File: config.mk
export PLATFORM = sky130hd
export DESIGN_NAME = cdf_filter_dma
export DESIGN_NICKNAME = d
export VERILOG_FILES = /design/src/verilog/cdf_pkg.sv /design/src/verilog/cdf_filter_dma.sv
export SDC_FILE = /design/constraint.sdc
export NUM_CORES = 1
export LEC_CHECK = 0
export BUFFER_PORTS_ARGS = -buffer_cell sky130_fd_sc_hd__buf_2
export CAP_MARGIN = 20
export CORE_MARGIN = 4
export CORE_UTILIZATION = 55
export DETAILED_ROUTE_END_ITERATION = 10
export PLACE_DENSITY = 0.81
export SLEW_MARGIN = 10
export SYNTH_ARGS = -nofsm -noshare
export SYNTH_HDL_FRONTEND = slang
export SYNTH_SLANG_ARGS = --single-unit
File: constraint.sdc
create_clock -name aclk -period 5.3 [get_ports aclk]
set_input_delay 1.06 -clock aclk [delete_from_list [all_inputs] [get_ports aclk]]
set_output_delay 1.06 -clock aclk [all_outputs]
set_load 0.02 [all_outputs]
File: src/verilog/cdf_pkg.sv
// cdf_pkg: register map, field positions and carriers of the data filter / dma block
// assumes one 250 MHz clock and software access over axi4-lite
// What this block does
// count field bits 4..0, zero disables compare
// accept: sid equal and first n bits equal
// std frame, std filter, type match, count set
// msb first from byte0 bit7 against eid17 down
// counts above 18 stop at bit 18
// count above 16, dlc 2: stop at 16
// count above 8, dlc 1: stop at 8
// count non-zero, dlc 0: sid only
// buffer count field in fifo control 15..13
// dma start address sets buffer area
// two dma channels, transmit and receive
// dma request select holds event number
// software sets send request bit 3
// transmit request starts dma into txd
// eight 16-bit words per transmitted message
// transmit channel setup: word, count 7
// accepted message raises receive request, 8 words
// data-compare hits stored like other hits
package cdf_pkg;
   // register byte addresses
   localparam logic [7:0] A_CTRL2  = 8'h00;
   localparam logic [7:0] A_FCTRL  = 8'h04;
   localparam logic [7:0] A_FILT   = 8'h08;
   localparam logic [7:0] A_MASK   = 8'h0c;
   localparam logic [7:0] A_BUFCON = 8'h10;
   localparam logic [7:0] A_TXD    = 8'h14;
   localparam logic [7:0] A_RXD    = 8'h18;
   localparam logic [7:0] A_STAT   = 8'h1c;
   // field positions
   localparam int CNT_LSB   = 0;
   localparam int BCS_LSB   = 13;
   localparam int FSID_LSB  = 18;
   localparam int FXSEL_BIT = 29;
   localparam int MTYPE_BIT = 16;
   localparam int MPTR_LSB  = 20;
   localparam int SREQ_BIT  = 3;
   localparam int OVF_BIT   = 2;
   // reset values
   localparam logic [31:0] FILT_RST = 32'h0000_0000;
   localparam logic [31:0] MASK_RST = 32'h0000_07ff;
   // compare limits and message size
   localparam logic [4:0] CMP_MAX  = 5'h12;
   localparam logic [4:0] CMP_DLC2 = 5'h10;
   localparam logic [4:0] CMP_DLC1 = 5'h08;
   localparam logic [2:0] LAST_WORD = 3'h7;
   localparam logic [1:0] RESP_OKAY   = 2'h0;
   localparam logic [1:0] RESP_SLVERR = 2'h2;
   // received frame from the protocol engine
   typedef struct packed {
      logic [10:0]  sid;
      logic         ide;
      logic [17:0]  eid;
      logic [3:0]   dlc;
      logic [23:0]  data;
      logic [127:0] words;
   } cdf_rx_frame_t;
endpackage : cdf_pkg

File: src/verilog/cdf_filter_dma.sv
`timescale 1ns/100ps
// cdf_filter_dma: acceptance filter with data-field compare and
// word-by-word dma transfer through the transmit and receive data registers
// assumes the protocol engine and the dma channels share aclk
module cdf_filter_dma
   import cdf_pkg::*;
(
   // clock and reset
   input  wire logic          aclk,
   input  wire logic          aresetn,
   // axi4-lite write
   input  wire logic [7:0]    s_awaddr,
   input  wire logic          s_awvalid,
   output logic               s_awready,
   input  wire logic [31:0]   s_wdata,
   input  wire logic [3:0]    s_wstrb,
   input  wire logic          s_wvalid,
   output logic               s_wready,
   output logic [1:0]         s_bresp,
   output logic               s_bvalid,
   input  wire logic          s_bready,
   // axi4-lite read
   input  wire logic [7:0]    s_araddr,
   input  wire logic          s_arvalid,
   output logic               s_arready,
   output logic [31:0]        s_rdata,
   output logic [1:0]         s_rresp,
   output logic               s_rvalid,
   input  wire logic          s_rready,
   // protocol engine
   input  cdf_rx_frame_t      rx_frame,
   input  wire logic          rx_valid,
   output logic [127:0]       tx_msg,
   output logic               tx_valid,
   // dma requests
   output logic               rx_data_request,
   output logic               tx_data_request
);
////////////////////////////////////////////////////////////////////////
   logic [4:0]   data_compare_count, n_eff;
   logic [2:0]   buffer_count_select, rx_idx, tx_idx;
   logic [31:0]  filt, mask, w_d, rd_val;
   logic [3:0]   hit_ptr, w_s;
   logic [127:0] rx_buf;
   logic [7:0]   aw_a;
   logic [17:0]  cmp_mask;
   logic         ovf, aw_h, w_h, do_wr, rd_go, rd_ok, wr_ok, dc_on, sid_eq, hit;

   function automatic logic [31:0] merge(logic [31:0] old, logic [31:0] d, logic [3:0] s);
      logic [31:0] r;
      r = old;
      for (int i = 0; i < 4; i++)
      begin
         if (s[i])
            r[i*8 +: 8] = d[i*8 +: 8];
      end
      return r;
   endfunction : merge

   function automatic logic mapped(logic [7:0] a);
      return a[1:0] == 2'h0 && a <= A_STAT;
   endfunction : mapped

   // effective number of data bits; short payloads cut it down
   function automatic logic [4:0] eff_cnt(logic [4:0] c, logic [3:0] dlc);
      logic [4:0] n;
      n = (c > CMP_MAX) ? CMP_MAX : c;
      if (dlc == 4'h0)
         n = 5'h00;
      else if (dlc == 4'h1 && n > CMP_DLC1)
         n = CMP_DLC1;
      else if (dlc == 4'h2 && n > CMP_DLC2)
         n = CMP_DLC2;
      return n;
   endfunction : eff_cnt

////////////////////////////////////////////////////////////////////////
// acceptance filter
   assign n_eff  = eff_cnt(data_compare_count, rx_frame.dlc);
   assign dc_on  = !rx_frame.ide && !filt[FXSEL_BIT] && mask[MTYPE_BIT]
                   && data_compare_count != 5'h00;
   assign sid_eq = rx_frame.sid == filt[FSID_LSB +: 11];
   // top n bits of byte0..byte2 line up with eid 17 downward
   assign cmp_mask = ~(18'h3ffff >> n_eff);

   always_comb
   begin
      if (dc_on)
         hit = sid_eq && (((rx_frame.data[23:6] ^ filt[17:0]) & cmp_mask) == 18'h0);
      else
         hit = (((rx_frame.sid ^ filt[FSID_LSB +: 11]) & mask[10:0]) == 11'h0)
               && (!mask[MTYPE_BIT] || rx_frame.ide == filt[FXSEL_BIT])
               && (!rx_frame.ide || rx_frame.eid == filt[17:0]);
   end

////////////////////////////////////////////////////////////////////////
// axi4-lite write channel: address and data taken in either order
   assign do_wr = aw_h && w_h && !s_bvalid;
   assign wr_ok = mapped(aw_a) && aw_a != A_RXD;

   always_ff @(posedge aclk)
   begin
      if (!aresetn)
      begin
         s_awready <= 1'b1;
         aw_h      <= 1'b0;
         aw_a      <= 8'h00;
      end
      else if (s_awvalid && s_awready)
      begin
         s_awready <= 1'b0;
         aw_h      <= 1'b1;
         aw_a      <= s_awaddr;
      end
      else if (do_wr)
      begin
         s_awready <= 1'b1;
         aw_h      <= 1'b0;
      end
   end

   always_ff @(posedge aclk)
   begin
      if (!aresetn)
      begin
         s_wready <= 1'b1;
         w_h      <= 1'b0;
         w_d      <= 32'h0;
         w_s      <= 4'h0;
      end
      else if (s_wvalid && s_wready)
      begin
         s_wready <= 1'b0;
         w_h      <= 1'b1;
         w_d      <= s_wdata;
         w_s      <= s_wstrb;
      end
      else if (do_wr)
      begin
         s_wready <= 1'b1;
         w_h      <= 1'b0;
      end
   end

   always_ff @(posedge aclk)
   begin
      if (!aresetn)
      begin
         s_bvalid <= 1'b0;
         s_bresp  <= RESP_OKAY;
      end
      else if (do_wr)
      begin
         s_bvalid <= 1'b1;
         s_bresp  <= wr_ok ? RESP_OKAY : RESP_SLVERR;
      end
      else if (s_bready)
         s_bvalid <= 1'b0;
   end

////////////////////////////////////////////////////////////////////////
// configuration registers
   always_ff @(posedge aclk)
   begin
      if (!aresetn)
      begin
         data_compare_count  <= 5'h00;
         buffer_count_select <= 3'h0;
         filt                <= FILT_RST;
         mask                <= MASK_RST;
      end
      else if (do_wr)
      begin
         if (aw_a == A_CTRL2 && w_s[0])
            data_compare_count <= w_d[CNT_LSB +: 5];
         if (aw_a == A_FCTRL && w_s[1])
            buffer_count_select <= w_d[BCS_LSB +: 3];
         if (aw_a == A_FILT)
            filt <= merge(filt, w_d, w_s);
         if (aw_a == A_MASK)
            mask <= merge(mask, w_d, w_s);
      end
   end

////////////////////////////////////////////////////////////////////////
// transmit: send request stays up while the dma fills txd
   always_ff @(posedge aclk)
   begin
      if (!aresetn)
      begin
         tx_data_request <= 1'b0;
         tx_idx          <= 3'h0;
         tx_valid        <= 1'b0;
         tx_msg          <= 128'h0;
      end
      else
      begin
         tx_valid <= 1'b0;
         // words land msb side and shift down, so word 0 ends in bits 15..0
         if (do_wr && aw_a == A_TXD && tx_data_request && w_s[1:0] == 2'h3)
         begin
            tx_msg <= {w_d[15:0], tx_msg[127:16]};
            tx_idx <= tx_idx + 3'h1;
            if (tx_idx == LAST_WORD)
            begin
               tx_valid        <= 1'b1;
               tx_data_request <= 1'b0;
            end
         end
         // a software set in the completing cycle wins over the clear
         if (do_wr && aw_a == A_BUFCON && w_s[0] && w_d[SREQ_BIT])
            tx_data_request <= 1'b1;
      end
   end

////////////////////////////////////////////////////////////////////////
// axi4-lite read channel and read side effects
   assign rd_go = s_arvalid && s_arready;

   always_comb
   begin
      rd_val = 32'h0;
      case (s_araddr)
         A_CTRL2:  rd_val[CNT_LSB +: 5] = data_compare_count;
         A_FCTRL:  rd_val[BCS_LSB +: 3] = buffer_count_select;
         A_FILT:   rd_val = filt;
         A_MASK:   rd_val = mask;
         A_BUFCON: rd_val[SREQ_BIT] = tx_data_request;
         A_RXD:    rd_val[15:0] = rx_buf[15:0];
         A_STAT:   rd_val = {18'h0, tx_idx, rx_idx, hit_ptr, 1'b0, ovf, tx_data_request, rx_data_request};
         default:  rd_val = 32'h0;
      endcase
   end
   assign rd_ok = mapped(s_araddr) && s_araddr != A_TXD;

   always_ff @(posedge aclk)
   begin
      if (!aresetn)
      begin
         s_arready <= 1'b1;
         s_rvalid  <= 1'b0;
         s_rdata   <= 32'h0;
         s_rresp   <= RESP_OKAY;
      end
      else if (rd_go)
      begin
         s_arready <= 1'b0;
         s_rvalid  <= 1'b1;
         s_rdata   <= rd_val;
         s_rresp   <= rd_ok ? RESP_OKAY : RESP_SLVERR;
      end
      else if (s_rvalid && s_rready)
      begin
         s_arready <= 1'b1;
         s_rvalid  <= 1'b0;
      end
   end

////////////////////////////////////////////////////////////////////////
// receive buffer: one message, drained one word per rxd read
   always_ff @(posedge aclk)
   begin
      if (!aresetn)
      begin
         rx_data_request <= 1'b0;
         rx_buf          <= 128'h0;
         rx_idx          <= 3'h0;
         hit_ptr         <= 4'h0;
      end
      else if (rx_valid && hit && !rx_data_request)
      begin
         rx_data_request <= 1'b1;
         rx_buf          <= rx_frame.words;
         rx_idx          <= 3'h0;
         hit_ptr         <= mask[MPTR_LSB +: 4];
      end
      else if (rd_go && s_araddr == A_RXD && rx_data_request)
      begin
         rx_buf <= {16'h0, rx_buf[127:16]};
         rx_idx <= rx_idx + 3'h1;
         if (rx_idx == LAST_WORD)
            rx_data_request <= 1'b0;
      end
   end

   // lost message flag: a new loss beats a clear in the same cycle
   always_ff @(posedge aclk)
   begin
      if (!aresetn)
         ovf <= 1'b0;
      else if (rx_valid && hit && rx_data_request)
         ovf <= 1'b1;
      else if (do_wr && aw_a == A_STAT && w_s[0] && w_d[OVF_BIT])
         ovf <= 1'b0;
   end

   logic [3:0] tx_words;
   always_ff @(posedge aclk)
   begin
      if (!aresetn || tx_valid)
         tx_words <= 4'h0;
      else if (do_wr && aw_a == A_TXD && tx_data_request && w_s[1:0] == 2'h3)
         tx_words <= tx_words + 4'h1;
   end
endmodule : cdf_filter_dma

; After elaboration in Yosys (flattened, before gate mapping)
; Index checks and enable logic that the tools add are counted.
[word_totals]
word_cells = 176
output_inout_bits = 172
regBits = 429
input_bits = 246
[classes]
reduce_logical = 72
shifts = 1
bitwise = 6
mux = 36
order_cmp = 5
add_sub_neg = 2
n_eq_ne = 22
[ops]
columns = operator, count
row1 = $mux 128, 2
row2 = $eq 8x5->1 const B, 6
row3 = $logic_and 1x1->1, 34
row4 = $eq 8x4->1 const B, 4
row5 = $pmux 16 s2, 1
row6 = $pmux 8 s4, 1
row7 = $pmux 3 s5, 2
row8 = $reduce_and 3->1, 8
row9 = $mux 1, 22
row10 = $mux 5, 4
row11 = $and 18x18->18, 1
row12 = $eq 18x18->1, 1
row13 = $logic_not 18->1, 1
row14 = $not 18->18, 1
row15 = $reduce_bool 2->1, 9
row16 = $shr 18x5->18 const A, 1
row17 = $xor 18x18->18, 1
row18 = $eq 8x3->1 const B, 2
row19 = $le 8x5->1 const B, 2
row20 = $logic_not 8->1, 2
row21 = $ne 8x5->1 const B, 2
row22 = $and 11x11->11, 1
row23 = $eq 11x11->1, 1
row24 = $logic_not 11->1, 1
row25 = 19 further kinds, 34

; Logic depth before layout (Yosys ltp)
; Gate-level depths: netlist of run 1.
[depth]
word_depth = 17
depth_mapped = 12
ltp_nobuf = 8

; Least setup slack after synthesis of run 1
; Ideal clock, no wire load.
[synth_timing]
kind = input -> register
from = in rx_frame[155] (netlist name)
to = reg rx_buf[103]
arrival_time_ns = 3.009
path_buffers = 4
setup_ns = 0.116
cell_stages = 11
setup_slack_ns = 2.175
t_required_ns = 5.184
path_cell_list = or3_1 -> buf_2 -> o211ai_2 -> a21oi_1 -> a2111oi_2 -> and4_1 -> o21bai_1 -> buf_2 -> buf_6 -> buf_6 -> o211a_1
[synth_via]
elab_chain_cells = 14
word_cells_on_any_way = 18
cone_classes = eq/ne (2) / shift (1) / mux (5) / bitwise (2) / reduce/logical (8)
[synth_lines]
columns = element, line_no
row1 = start: declaration, cdf_filter_dma.sv:31  ; input cdf_rx_frame_t rx_frame,
row2 = $eq 4x2->1, cdf_filter_dma.sv:72  ; else if (dlc == 4'h2 && n > CMP_DLC2)
row3 = $logic_and 1x1->1, cdf_filter_dma.sv:72
row4 = $mux 5, cdf_filter_dma.sv:72
row5 = $mux 5, cdf_filter_dma.sv:70  ; else if (dlc == 4'h1 && n > CMP_DLC1)
row6 = $mux 5 (*), cdf_filter_dma.sv:68  ; if (dlc == 4'h0)
row7 = $shr 18x5->18 (*), cdf_filter_dma.sv:84  ; assign cmp_mask = ~(18'h3ffff >> n_eff);
row8 = $not 18->18 (*), cdf_filter_dma.sv:84
row9 = $and 18x18->18 (*), cdf_filter_dma.sv:89  ; hit = sid_eq && (((rx_frame.data[23:6] ^ filt[17:0]) & cmp_mask) == 18'h0);
row10 = $logic_not 18->1 (*), cdf_filter_dma.sv:89
row11 = $logic_and 1x1->1 (*), cdf_filter_dma.sv:89
row12 = $mux 1 (*), cdf_filter_dma.sv:88  ; if (dc_on)
row13 = $logic_and 1x1->1 (*) (2 in series), cdf_filter_dma.sv:270  ; else if (rx_valid && hit && !rx_data_request)
row14 = $mux 128 / $reduce_bool 2->1 (equally long branches), -
row15 = end signal: assignment, cdf_filter_dma.sv:273  ; rx_buf <= rx_frame.words;
row16 = end signal: assignment, cdf_filter_dma.sv:279  ; rx_buf <= {16'h0, rx_buf[127:16]};
row17 = end: declaration, cdf_filter_dma.sv:44  ; logic [127:0] rx_buf;
; Every way passes the cells marked *; elsewhere a longest branch is shown, timed or not.
; A chain may end at the register's enable or synchronous reset.

; Worst setup path in the final report of run 1
[layout_timing]
from = in s_araddr[3]
to = reg rx_buf[98]
[layout_via]
elab_chain_cells = 4
[layout_lines]
columns = element, line_no
row1 = start: declaration, cdf_filter_dma.sv:23  ; input wire logic [7:0] s_araddr,
row2 = $eq 8x5->1, cdf_filter_dma.sv:277  ; else if (rd_go && s_araddr == A_RXD && rx_data_request)
row3 = $logic_and 1x1->1 (2 in series), cdf_filter_dma.sv:277
row4 = $reduce_bool 2->1 (no source line), -
; No other way between the ends.

==> flow_results.xml, run 1 <==
<?xml version="1.0" encoding="UTF-8"?>
<metrics>
  <group name="placement">
    <metric name="place_hpwl" unit="µm">40050</metric>
    <metric name="io_buffer_count" unit="">409</metric>
    <metric name="gpl.final_weighted_congestion" unit="">0.8737</metric>
    <metric name="dp_cells" unit="">2758</metric>
  </group>
  <group name="logic_synthesis">
    <metric name="synth_top_cells_by_area" unit="">dfxtp_1 45%, mux2i_1 11%, nand2_1 8.2%</metric>
    <metric name="synthArstFlopShare" unit="%">0</metric>
    <metric name="synth.lib_cells_used.distinct" unit="">62</metric>
    <metric name="postSynth.topFlopCell" unit="">dfxtp_1</metric>
    <metric name="ys_warns" unit="">0</metric>
    <metric name="synthAdderAreaFrac" unit="%">0.3276</metric>
    <metric name="synth_seq_area_share" unit="%">44.76</metric>
    <metric name="synth_largest_area_cell" unit="">dfxtp_1</metric>
    <metric name="synthXorXnorAreaFrac" unit="%">2.247</metric>
    <metric name="synth.area.mux_share" unit="%">10.87</metric>
    <metric name="cell_area_after_synthesis" unit="µm²">19100</metric>
    <metric name="ys_seq_elements" unit="">427</metric>
    <metric name="postSynthAreaPerCell" unit="µm²">9.258</metric>
    <metric name="synth_enable_flop_cells" unit="">0</metric>
    <metric name="combinational_family_with_the_most_area_after_synthesis" unit="">compound AO/OA/AOI/OAI gates</metric>
    <metric name="synth_compound_gate_area_share" unit="%">22.32</metric>
    <metric name="synth_top_area_share" unit="%">44.76</metric>
    <metric name="post_synth_and_or_nand_nor_area_fraction" unit="%">15.25</metric>
    <metric name="postSynthCellCount" unit="">2063</metric>
  </group>
  <group name="worst_setup_path">
    <metric name="worst_r2r_endpoint" unit="">rx_buf[98]</metric>
    <metric name="timing.critical_path.slowest_cell_delay" unit="ns">0.70</metric>
    <metric name="worst-r2r-setup-slack" unit="ns">1.88</metric>
    <metric name="r2r.worst_path.cells" unit="">9</metric>
    <metric name="cp_data_required_time" unit="ns">5.72</metric>
    <metric name="cp_slowest_cell" unit="">and3_1</metric>
    <metric name="type_of_the_worst_setup_path" unit="">primary input to flop</metric>
    <metric name="critical_path_arrival" unit="ns">4.16</metric>
    <metric name="worst_r2r_startpoint" unit="">data_compare_count[4]</metric>
    <metric name="critical_path.cell_chain" unit="">buf_2 -&gt; inv_1 -&gt; nor4_1 -&gt; and3_1 -&gt; nand3_4 -&gt; buf_12 -&gt; mux2i_1 -&gt; o211ai_1 -&gt; o211a_1</metric>
    <metric name="worst_setup_path_end_kind" unit="">flop</metric>
    <metric name="setup.worst_path.start_class" unit="">primary input</metric>
    <metric name="largest_fanout_on_the_critical_path" unit="">108</metric>
  </group>
  <group name="layout">
    <metric name="filler_cell_count" unit="">2812</metric>
    <metric name="layout.cells.most_common" unit="">dfxtp_1</metric>
    <metric name="layout.area.seq" unit="µm²">8548</metric>
    <metric name="fin_nets" unit="">2611</metric>
    <metric name="most-common-layout-cells" unit="">427 x dfxtp_1, 418 x nand2_1, 408 x buf_2, 204 x mux2i_1, 178 x a21boi_0</metric>
    <metric name="final_cells" unit="">2845</metric>
    <metric name="multiInputGateArea" unit="µm²">9792</metric>
    <metric name="drive_above_1_share" unit="%">21.54</metric>
    <metric name="area.growth.synth_to_final" unit="%">18.78</metric>
  </group>
  <group name="grt">
    <metric name="grt_max_degree" unit="">222</metric>
    <metric name="grt_overflow" unit="">0</metric>
    <metric name="grt_antenna_before_repair" unit="">20</metric>
    <metric name="first_global_vias" unit="">16120</metric>
    <metric name="grt_pass1_wl" unit="µm">88490</metric>
    <metric name="total_global_routing_track_utilization" unit="%">28.43</metric>
  </group>
  <group name="drt">
    <metric name="iteration_count_of_the_initial_detailed_routing_pass" unit="">11</metric>
    <metric name="drt_wl_total" unit="µm">57820</metric>
    <metric name="post_drt_via_cell_ratio" unit="">5.904</metric>
    <metric name="drt_iter0_drc" unit="">1449</metric>
    <metric name="drt-wirelength-per-cell" unit="µm">20.32</metric>
    <metric name="vias" unit="">16800</metric>
    <metric name="drcViolationCount" unit="">0</metric>
    <metric name="drt_antenna_net_count" unit="">0</metric>
  </group>
  <group name="clocking">
    <metric name="post-cts-setup-buffers" unit="">0</metric>
    <metric name="clockBufferDepth" unit="">3</metric>
    <metric name="cts.repair.resized" unit="">0</metric>
    <metric name="cts.htree.levels" unit="">2</metric>
    <metric name="ctsRootBufferMaster" unit="">clkbuf_16</metric>
    <metric name="clock-sinks" unit="">427</metric>
    <metric name="post_cts_hold_buffer_count" unit="">0</metric>
    <metric name="clk_pin_slew" unit="ns">0.06</metric>
    <metric name="tritoncts" unit="">yes</metric>
    <metric name="clk_latency" unit="ns">0.55</metric>
    <metric name="tritoncts.num_buffers" unit="">44</metric>
  </group>
  <group name="power_and_ir_drop">
    <metric name="p_per_area" unit="nW/µm²">293.4</metric>
    <metric name="maximum_vdd_ir_drop" unit="mV">0.2242</metric>
    <metric name="power_leakage" unit="nW">10.97</metric>
  </group>
  <group name="worst_hold_path">
    <metric name="min_path_cells" unit="">2</metric>
    <metric name="hp-class" unit="">flop to flop</metric>
    <metric name="hold_path_end" unit="">tx_msg[5]</metric>
    <metric name="hold_start" unit="">tx_msg[5]</metric>
  </group>
  <group name="status">
    <metric name="run_status" unit="">completed</metric>
  </group>
  <group name="die">
    <metric name="die-area" unit="µm²">37770</metric>
    <metric name="design.portCount" unit="">418</metric>
    <metric name="effective_utilization_at_floorplan" unit="%">56.39</metric>
    <metric name="floorplan.die.width" unit="µm">194.3</metric>
    <metric name="die-height" unit="µm">194.3</metric>
    <metric name="floorplan.rows" unit="">67</metric>
    <metric name="design.core.area" unit="µm²">33870</metric>
  </group>
  <group name="sta">
    <metric name="hold_violations" unit="">0</metric>
    <metric name="max_freq" unit="MHz">267.0</metric>
    <metric name="finalSetupViolations" unit="">0</metric>
    <metric name="worst_pin_slew" unit="ns">1.124</metric>
    <metric name="fin_worst_skew" unit="ns">0.02983</metric>
    <metric name="slew_viol_final" unit="">0</metric>
    <metric name="layout_min_cycle_time" unit="ns">3.745</metric>
    <metric name="period_share" unit="%">70.67</metric>
    <metric name="slew_headroom" unit="%">25.04</metric>
    <metric name="rsz_0062_raised_after_global_routing" unit="">false</metric>
    <metric name="totalNegativeSetupSlack" unit="ns">0</metric>
  </group>
  <group name="run">
    <metric name="timing.max_cap.violations" unit="">0</metric>
  </group>
</metrics>
==> cells by family (layout without fill, tap and decap cells) <==
family / Yosys count / count (layout)
muxes: 207 / 207
xor gates and xnor gates: 49 / 49
DFF: 427 / 427
and+or+nand+nor: 647 / 647
AOI/OAI and AO/OA: 535 / 535
other: 1 / 13
buffers and inverters: 192 / 514
adders and majority gates: 5 / 5
==> power breakdown <==
group	leakage, nW	internal, mW	switching (mW)	total [mW]
sequential	3.45	3.25	0.0369	3.28
combinational	6.85	0.156	0.223	0.379
clock	0.677	1.72	1.27	2.99
total	11.0	5.13	1.53	6.66
==> worst max path at each step <==
stage | slack, ns | startpoint | depth (start not counted) | endpoint
2_1_floorplan | 2.18 | rx_frame[155] | 11 | rx_buf[103]
3_3_place_gp | 1.24 | s_araddr[3] | 9 | rx_buf[100]
4_1_cts | 1.66 | s_araddr[3] | 9 | rx_buf[98]
6_report | 1.55 | s_araddr[3] | 9 | rx_buf[98]
5_1_grt | 1.42 | s_araddr[3] | 9 | rx_buf[88]
3_5_place_dp | 1.12 | s_araddr[3] | 9 | rx_buf[101]
==> worst max-delay path: cells and delay by family <==
kind / cells / cell delay (ns)
AOI/OAI and AO/OA: 2 / 0.29
buffers and inverters: 3 / 0.76
muxes: 1 / 0.29
and+or+nand+nor: 3 / 1.63
==> routing by layer <==
metal | share of wire, % | vias up | GRT usage, %
met5 | 0.16 | - | 0
met2 | 49 | 704 | 48.44
met4 | 3.7 | 20 | 9.922
met3 | 8.7 | 157 | 7.202
li1 | - | 7965 | -
met1 | 39 | 7951 | 35.18
==> synth_stat cells (all sizes together) (13+ instances only) <==
cell type / number
nor3b: 17
o21ai: 25
mux2i: 204
a21boi: 179
o211a: 113
nand3: 35
clkbuf: 127
dfxtp: 427
buf: 57
nor4: 16
nor2b: 75
xor2: 36
a222oi: 16
nand2: 418
o211ai: 117
xnor2: 13
a221oi: 18
nor2: 34
a21oi: 33
==> stage by stage <==
stage,utilization (%),area (µm²),hold slack [ns],power (mW),setup slack (ns)
3_5_place_dp,62.51,21170,0.4540,3.728,1.119
3_3_place_gp,62.51,21170,0.4462,3.719,1.237
4_1_cts,66.58,22550,0.4626,6.696,1.663
2_1_floorplan,-,19100,0.4341,3.544,2.175
5_1_grt,66.96,22680,0.4853,6.871,1.416
6_report,66.98,22690,0.4593,6.656,1.555
==> state kept, by name, indices dropped and copies added (netlist names), 3 cells and up <==
name                 count
rx_buf                 128
tx_msg                 128
filt                    32
mask                    32
s_rdata                 32
w_d                     32
aw_a                     8
data_compare_count       5
hit_ptr                  4
w_s                      4
buffer_count_select      3
rx_idx                   3
tx_idx                   3
==> layout make-up <==
| class | count | area share (%) |
|---|---|---|
| Sequential cell | 427 | 37.68 |
| Inverter | 8 | 0.1324 |
| Antenna cell | 11 | 0.1213 |
| Clock inverter | 12 | 0.6453 |
| Tap cell | 448 | 2.471 |
| Multi-Input combinational cell | 1445 | 43.16 |
| Timing Repair Buffer | 434 | 10.36 |
| Clock buffer | 60 | 5.427 |
Power figures use the tool's default switching activity.
==> inputs of run 2 (changes only) <==
--- a/config.mk
+++ b/config.mk
@@ -5,12 +5,13 @@
 export SDC_FILE = /design/constraint.sdc
 export NUM_CORES = 1
 export LEC_CHECK = 0
+export ABC_AREA = 1
 export BUFFER_PORTS_ARGS = -buffer_cell sky130_fd_sc_hd__buf_2
 export CAP_MARGIN = 20
 export CORE_MARGIN = 4
-export CORE_UTILIZATION = 55
+export CORE_UTILIZATION = 49
 export DETAILED_ROUTE_END_ITERATION = 10
-export PLACE_DENSITY = 0.81
+export PLACE_DENSITY = 0.76
 export SLEW_MARGIN = 10
 export SYNTH_ARGS = -nofsm -noshare
 export SYNTH_HDL_FRONTEND = slang
==> constraint.sdc (replaced) <==
create_clock -name aclk -period 3.08 [get_ports aclk]
set_input_delay 0.616 -clock aclk [delete_from_list [all_inputs] [get_ports aclk]]
set_output_delay 0.616 -clock aclk [all_outputs]
set_load 0.02 [all_outputs]
==> run 2 against run 1 <==
Compared with the run above: worst hold slack got worse by 0.17 ns; power is 76% higher; global-route usage up 0.18 points; combinational power up 87%; via count increased by 13%; worst setup slack got worse by 1.2 ns; synthesized area decreased by 1.4%; cell area rose by 0.38%; sequential share of layout area shrank 0.14 points; core utilization is 6.7 points lower; first-iteration DRC count up 43%.
==> flow_results.xml, run 2 <==
<?xml version="1.0" encoding="UTF-8"?>
<metrics>
  <group name="drt">
    <metric name="iteration_count_of_the_initial_detailed_routing_pass" unit="">5</metric>
    <metric name="drcViolationCount" unit="">0</metric>
    <metric name="post_drt_via_cell_ratio" unit="">5.479</metric>
    <metric name="wl_met3" unit="µm">5997</metric>
    <metric name="drt_antenna_net_count" unit="">0</metric>
    <metric name="drt_wl_total" unit="µm">62460</metric>
    <metric name="drt_iter0_drc" unit="">2066</metric>
    <metric name="drt-wirelength-per-cell" unit="µm">17.96</metric>
    <metric name="route.top_layer_used" unit="">met5</metric>
    <metric name="route.layer.met1.wl" unit="µm">25650</metric>
    <metric name="vias" unit="">19050</metric>
    <metric name="met2_wirelength" unit="µm">28830</metric>
  </group>
  <group name="die">
    <metric name="design.core.area" unit="µm²">37760</metric>
    <metric name="floorplan.die.width" unit="µm">204.0</metric>
    <metric name="floorplan.rows" unit="">71</metric>
    <metric name="die-height" unit="µm">204.0</metric>
    <metric name="die-area" unit="µm²">41630</metric>
    <metric name="design.portCount" unit="">418</metric>
    <metric name="effective_utilization_at_floorplan" unit="%">49.88</metric>
  </group>
  <group name="logic_synthesis">
    <metric name="synth_enable_flop_cells" unit="">0</metric>
    <metric name="synth_top_cells_by_area" unit="">dfxtp_1 45%, nand2_1 10%, a21oi_1 7.7%</metric>
    <metric name="ys_warns" unit="">0</metric>
    <metric name="post_synth_and_or_nand_nor_area_fraction" unit="%">24.08</metric>
    <metric name="synthAdderAreaFrac" unit="%">0.3322</metric>
    <metric name="postSynthCellCount" unit="">2620</metric>
    <metric name="synth.area.mux_share" unit="%">0</metric>
    <metric name="ys_seq_elements" unit="">427</metric>
    <metric name="synth_top_area_share" unit="%">45.39</metric>
    <metric name="synthXorXnorAreaFrac" unit="%">2.093</metric>
    <metric name="synth_seq_area_share" unit="%">45.39</metric>
    <metric name="synth.lib_cells_used.distinct" unit="">43</metric>
    <metric name="yosys-top-cells-count" unit="">520 x nand2_1, 427 x dfxtp_1, 288 x a21oi_1</metric>
    <metric name="postSynthAreaPerCell" unit="µm²">7.188</metric>
    <metric name="postSynth.topFlopCell" unit="">dfxtp_1</metric>
    <metric name="synth_largest_area_cell" unit="">dfxtp_1</metric>
    <metric name="yosys.cell_count.top_type" unit="">nand2_1</metric>
    <metric name="synth_compound_gate_area_share" unit="%">17.99</metric>
    <metric name="synthArstFlopShare" unit="%">0</metric>
    <metric name="combinational_family_with_the_most_area_after_synthesis" unit="">simple AND/OR/NAND/NOR gates</metric>
    <metric name="cell_area_after_synthesis" unit="µm²">18830</metric>
  </group>
  <group name="power_and_ir_drop">
    <metric name="maximum_vdd_ir_drop" unit="mV">0.4719</metric>
    <metric name="p_sw_share" unit="%">23.92</metric>
    <metric name="internal_power" unit="mW">8.930</metric>
    <metric name="p_per_area" unit="nW/µm²">515.5</metric>
    <metric name="power_frac_seq" unit="%">48.2</metric>
    <metric name="pwr-share-comb" unit="%">6.0</metric>
    <metric name="power_dissipated_by_switching_net_loads" unit="mW">2.808</metric>
    <metric name="power_leakage" unit="nW">10.59</metric>
    <metric name="share_clk_of_total_power" unit="%">45.8</metric>
  </group>
  <group name="layout">
    <metric name="drive_above_1_share" unit="%">18.93</metric>
    <metric name="layout.cells.most_common" unit="">nand2_1</metric>
    <metric name="area.growth.synth_to_final" unit="%">20.92</metric>
    <metric name="most-common-layout-cells" unit="">520 x nand2_1, 427 x dfxtp_1, 407 x buf_2, 288 x a21oi_1, 264 x inv_1</metric>
    <metric name="reg.largest.list" unit="">rx_buf: 128 flops, tx_msg: 128 flops</metric>
    <metric name="multiInputGateArea" unit="µm²">8404</metric>
    <metric name="fin_nets" unit="">3180</metric>
    <metric name="layout.area.seq" unit="µm²">8548</metric>
    <metric name="filler_cell_count" unit="">3504</metric>
  </group>
  <group name="run">
    <metric name="timing.max_cap.violations" unit="">0</metric>
  </group>
  <group name="worst_setup_path">
    <metric name="setup.worst_path.start_class" unit="">flop</metric>
    <metric name="worst_r2r_startpoint" unit="">data_compare_count[4]</metric>
    <metric name="r2r.worst_path.cells" unit="">18</metric>
    <metric name="type_of_the_worst_setup_path" unit="">flop to flop</metric>
    <metric name="worst-r2r-setup-slack" unit="ns">0.31</metric>
    <metric name="critical_path_arrival" unit="ns">3.23</metric>
    <metric name="cp-startpoint" unit="">data_compare_count[4]</metric>
    <metric name="worst_setup_path_end_kind" unit="">flop</metric>
    <metric name="largest_fanout_on_the_critical_path" unit="">56</metric>
    <metric name="worst_setup_path_endpoint" unit="">rx_buf[6]</metric>
    <metric name="worst_r2r_endpoint" unit="">rx_buf[6]</metric>
    <metric name="cp_data_required_time" unit="ns">3.54</metric>
  </group>
  <group name="sta">
    <metric name="slew_headroom" unit="%">41.00</metric>
    <metric name="rsz_0062_raised_after_global_routing" unit="">false</metric>
    <metric name="setup_ws" unit="ns">0.3050</metric>
    <metric name="period_share" unit="%">90.10</metric>
    <metric name="fin_worst_skew" unit="ns">0.02508</metric>
    <metric name="finalHoldWorstSlack" unit="ns">0.2866</metric>
    <metric name="worst_pin_slew" unit="ns">0.8783</metric>
    <metric name="finalSetupViolations" unit="">0</metric>
    <metric name="totalNegativeSetupSlack" unit="ns">0</metric>
    <metric name="hold_violations" unit="">0</metric>
    <metric name="layout_min_cycle_time" unit="ns">2.775</metric>
    <metric name="slew_viol_final" unit="">0</metric>
    <metric name="max_freq" unit="MHz">360.4</metric>
  </group>
  <group name="placement">
    <metric name="dp_worst_setup_slack" unit="ns">0.02618</metric>
    <metric name="gpl.final_weighted_congestion" unit="">0.9496</metric>
    <metric name="place_hpwl" unit="µm">44990</metric>
    <metric name="io_buffer_count" unit="">409</metric>
  </group>
  <group name="clocking">
    <metric name="clk_pin_slew" unit="ns">0.06</metric>
    <metric name="post_cts_hold_buffer_count" unit="">0</metric>
    <metric name="clockBufferDepth" unit="">3</metric>
    <metric name="clk_latency" unit="ns">0.59</metric>
    <metric name="post-cts-setup-buffers" unit="">0</metric>
    <metric name="clock-sinks" unit="">427</metric>
    <metric name="tritoncts" unit="">yes</metric>
    <metric name="ctsRootBufferMaster" unit="">clkbuf_16</metric>
    <metric name="cts.repair.resized" unit="">0</metric>
    <metric name="tritoncts.num_buffers" unit="">45</metric>
    <metric name="cts.htree.levels" unit="">2</metric>
  </group>
  <group name="worst_hold_path">
    <metric name="hp-class" unit="">primary input to flop</metric>
  </group>
  <group name="grt">
    <metric name="total_global_routing_track_utilization" unit="%">28.61</metric>
    <metric name="grt_pass1_wl" unit="µm">96190</metric>
    <metric name="grt_antenna_before_repair" unit="">9</metric>
    <metric name="grt_overflow" unit="">0</metric>
    <metric name="first_global_vias" unit="">17940</metric>
    <metric name="grt_max_degree" unit="">154</metric>
  </group>
  <group name="status">
    <metric name="run_status" unit="">completed</metric>
  </group>
</metrics>
[run 2: metrics by stage]
step	power [mW]	instance area, µm²	util (%)	cells
after global routing	12.12	22770	60.30	3475
after global placement	6.461	21300	56.41	3393
final	11.74	22770	60.31	3477
after detailed placement	6.474	21300	56.41	3393
after floorplan	6.129	18840	-	2621
after CTS	11.80	22760	60.29	3474
[run 2: logic make-up (layout without fill, tap and decap cells)]
group | Yosys count | in the layout
and+or+nand+nor | 1055 | 1055
AOI/OAI and AO/OA | 617 | 617
buffers and inverters | 470 | 812
DFF | 427 | 427
xor gates and xnor gates | 45 | 45
adders and majority gates | 5 | 5
other | 1 | 5
[run 2: cell type report]
type | count | area share (%)
diodes | 3 | 0.03297
clock buffers | 64 | 5.566
flip-flops and latches | 427 | 37.54
well taps | 511 | 2.808
multi-input cells | 1724 | 36.91
clock inverters | 17 | 0.8737
inverters | 273 | 4.544
repair buffers | 458 | 11.73
[run 2: how the worst min path moves through the flow]
stage / slack (ns) / startpoint / to / cells past startpoint
floorplan: 0.42 / filt[31] / filt[31] / 2
global placement: 0.44 / w_s[3] / w_s[3] / 2
detailed placement: 0.45 / filt[31] / filt[31] / 2
CTS: 0.26 / s_awaddr[0] / aw_a[0] / 3
global route: 0.28 / rx_frame[120] / rx_buf[120] / 3
finish: 0.29 / s_awaddr[0] / aw_a[0] / 3
[run 2: critical path: stages (launching register included)]
cell and delay, ns:
dfxtp_1 0.51, inv_1 0.14, a21oi_1 0.22, nand2_1 0.23
nand2_1 0.12, nand2_1 0.05, nand2_1 0.05, nand2_1 0.04
nand2_1 0.06, nor2_1 0.04, nand2_1 0.05, nor2_1 0.03
nand2_1 0.10, nand2_4 0.09, nand3_4 0.13, buf_4 0.48
nand2_1 0.11, nand2_1 0.11, a21oi_1 0.07
[run 2: power groups by stage]
stage	clock network, mW	registers [mW]	logic, mW
2_1_floorplan	0	5.79	0.339
3_3_place_gp	0	5.77	0.690
3_5_place_dp	0	5.77	0.700
4_1_cts	5.45	5.65	0.703
5_1_grt	5.69	5.66	0.778
6_report	5.38	5.65	0.709
[run 2: routing by layer]
| metal | vias up | GRT usage [%] |
|---|---|---|
| li1 | 9267 | - |
| met1 | 8877 | 37.30 |
| met2 | 772 | 46.26 |
| met3 | 122 | 7.902 |
| met4 | 14 | 9.404 |
| met5 | - | 0 |
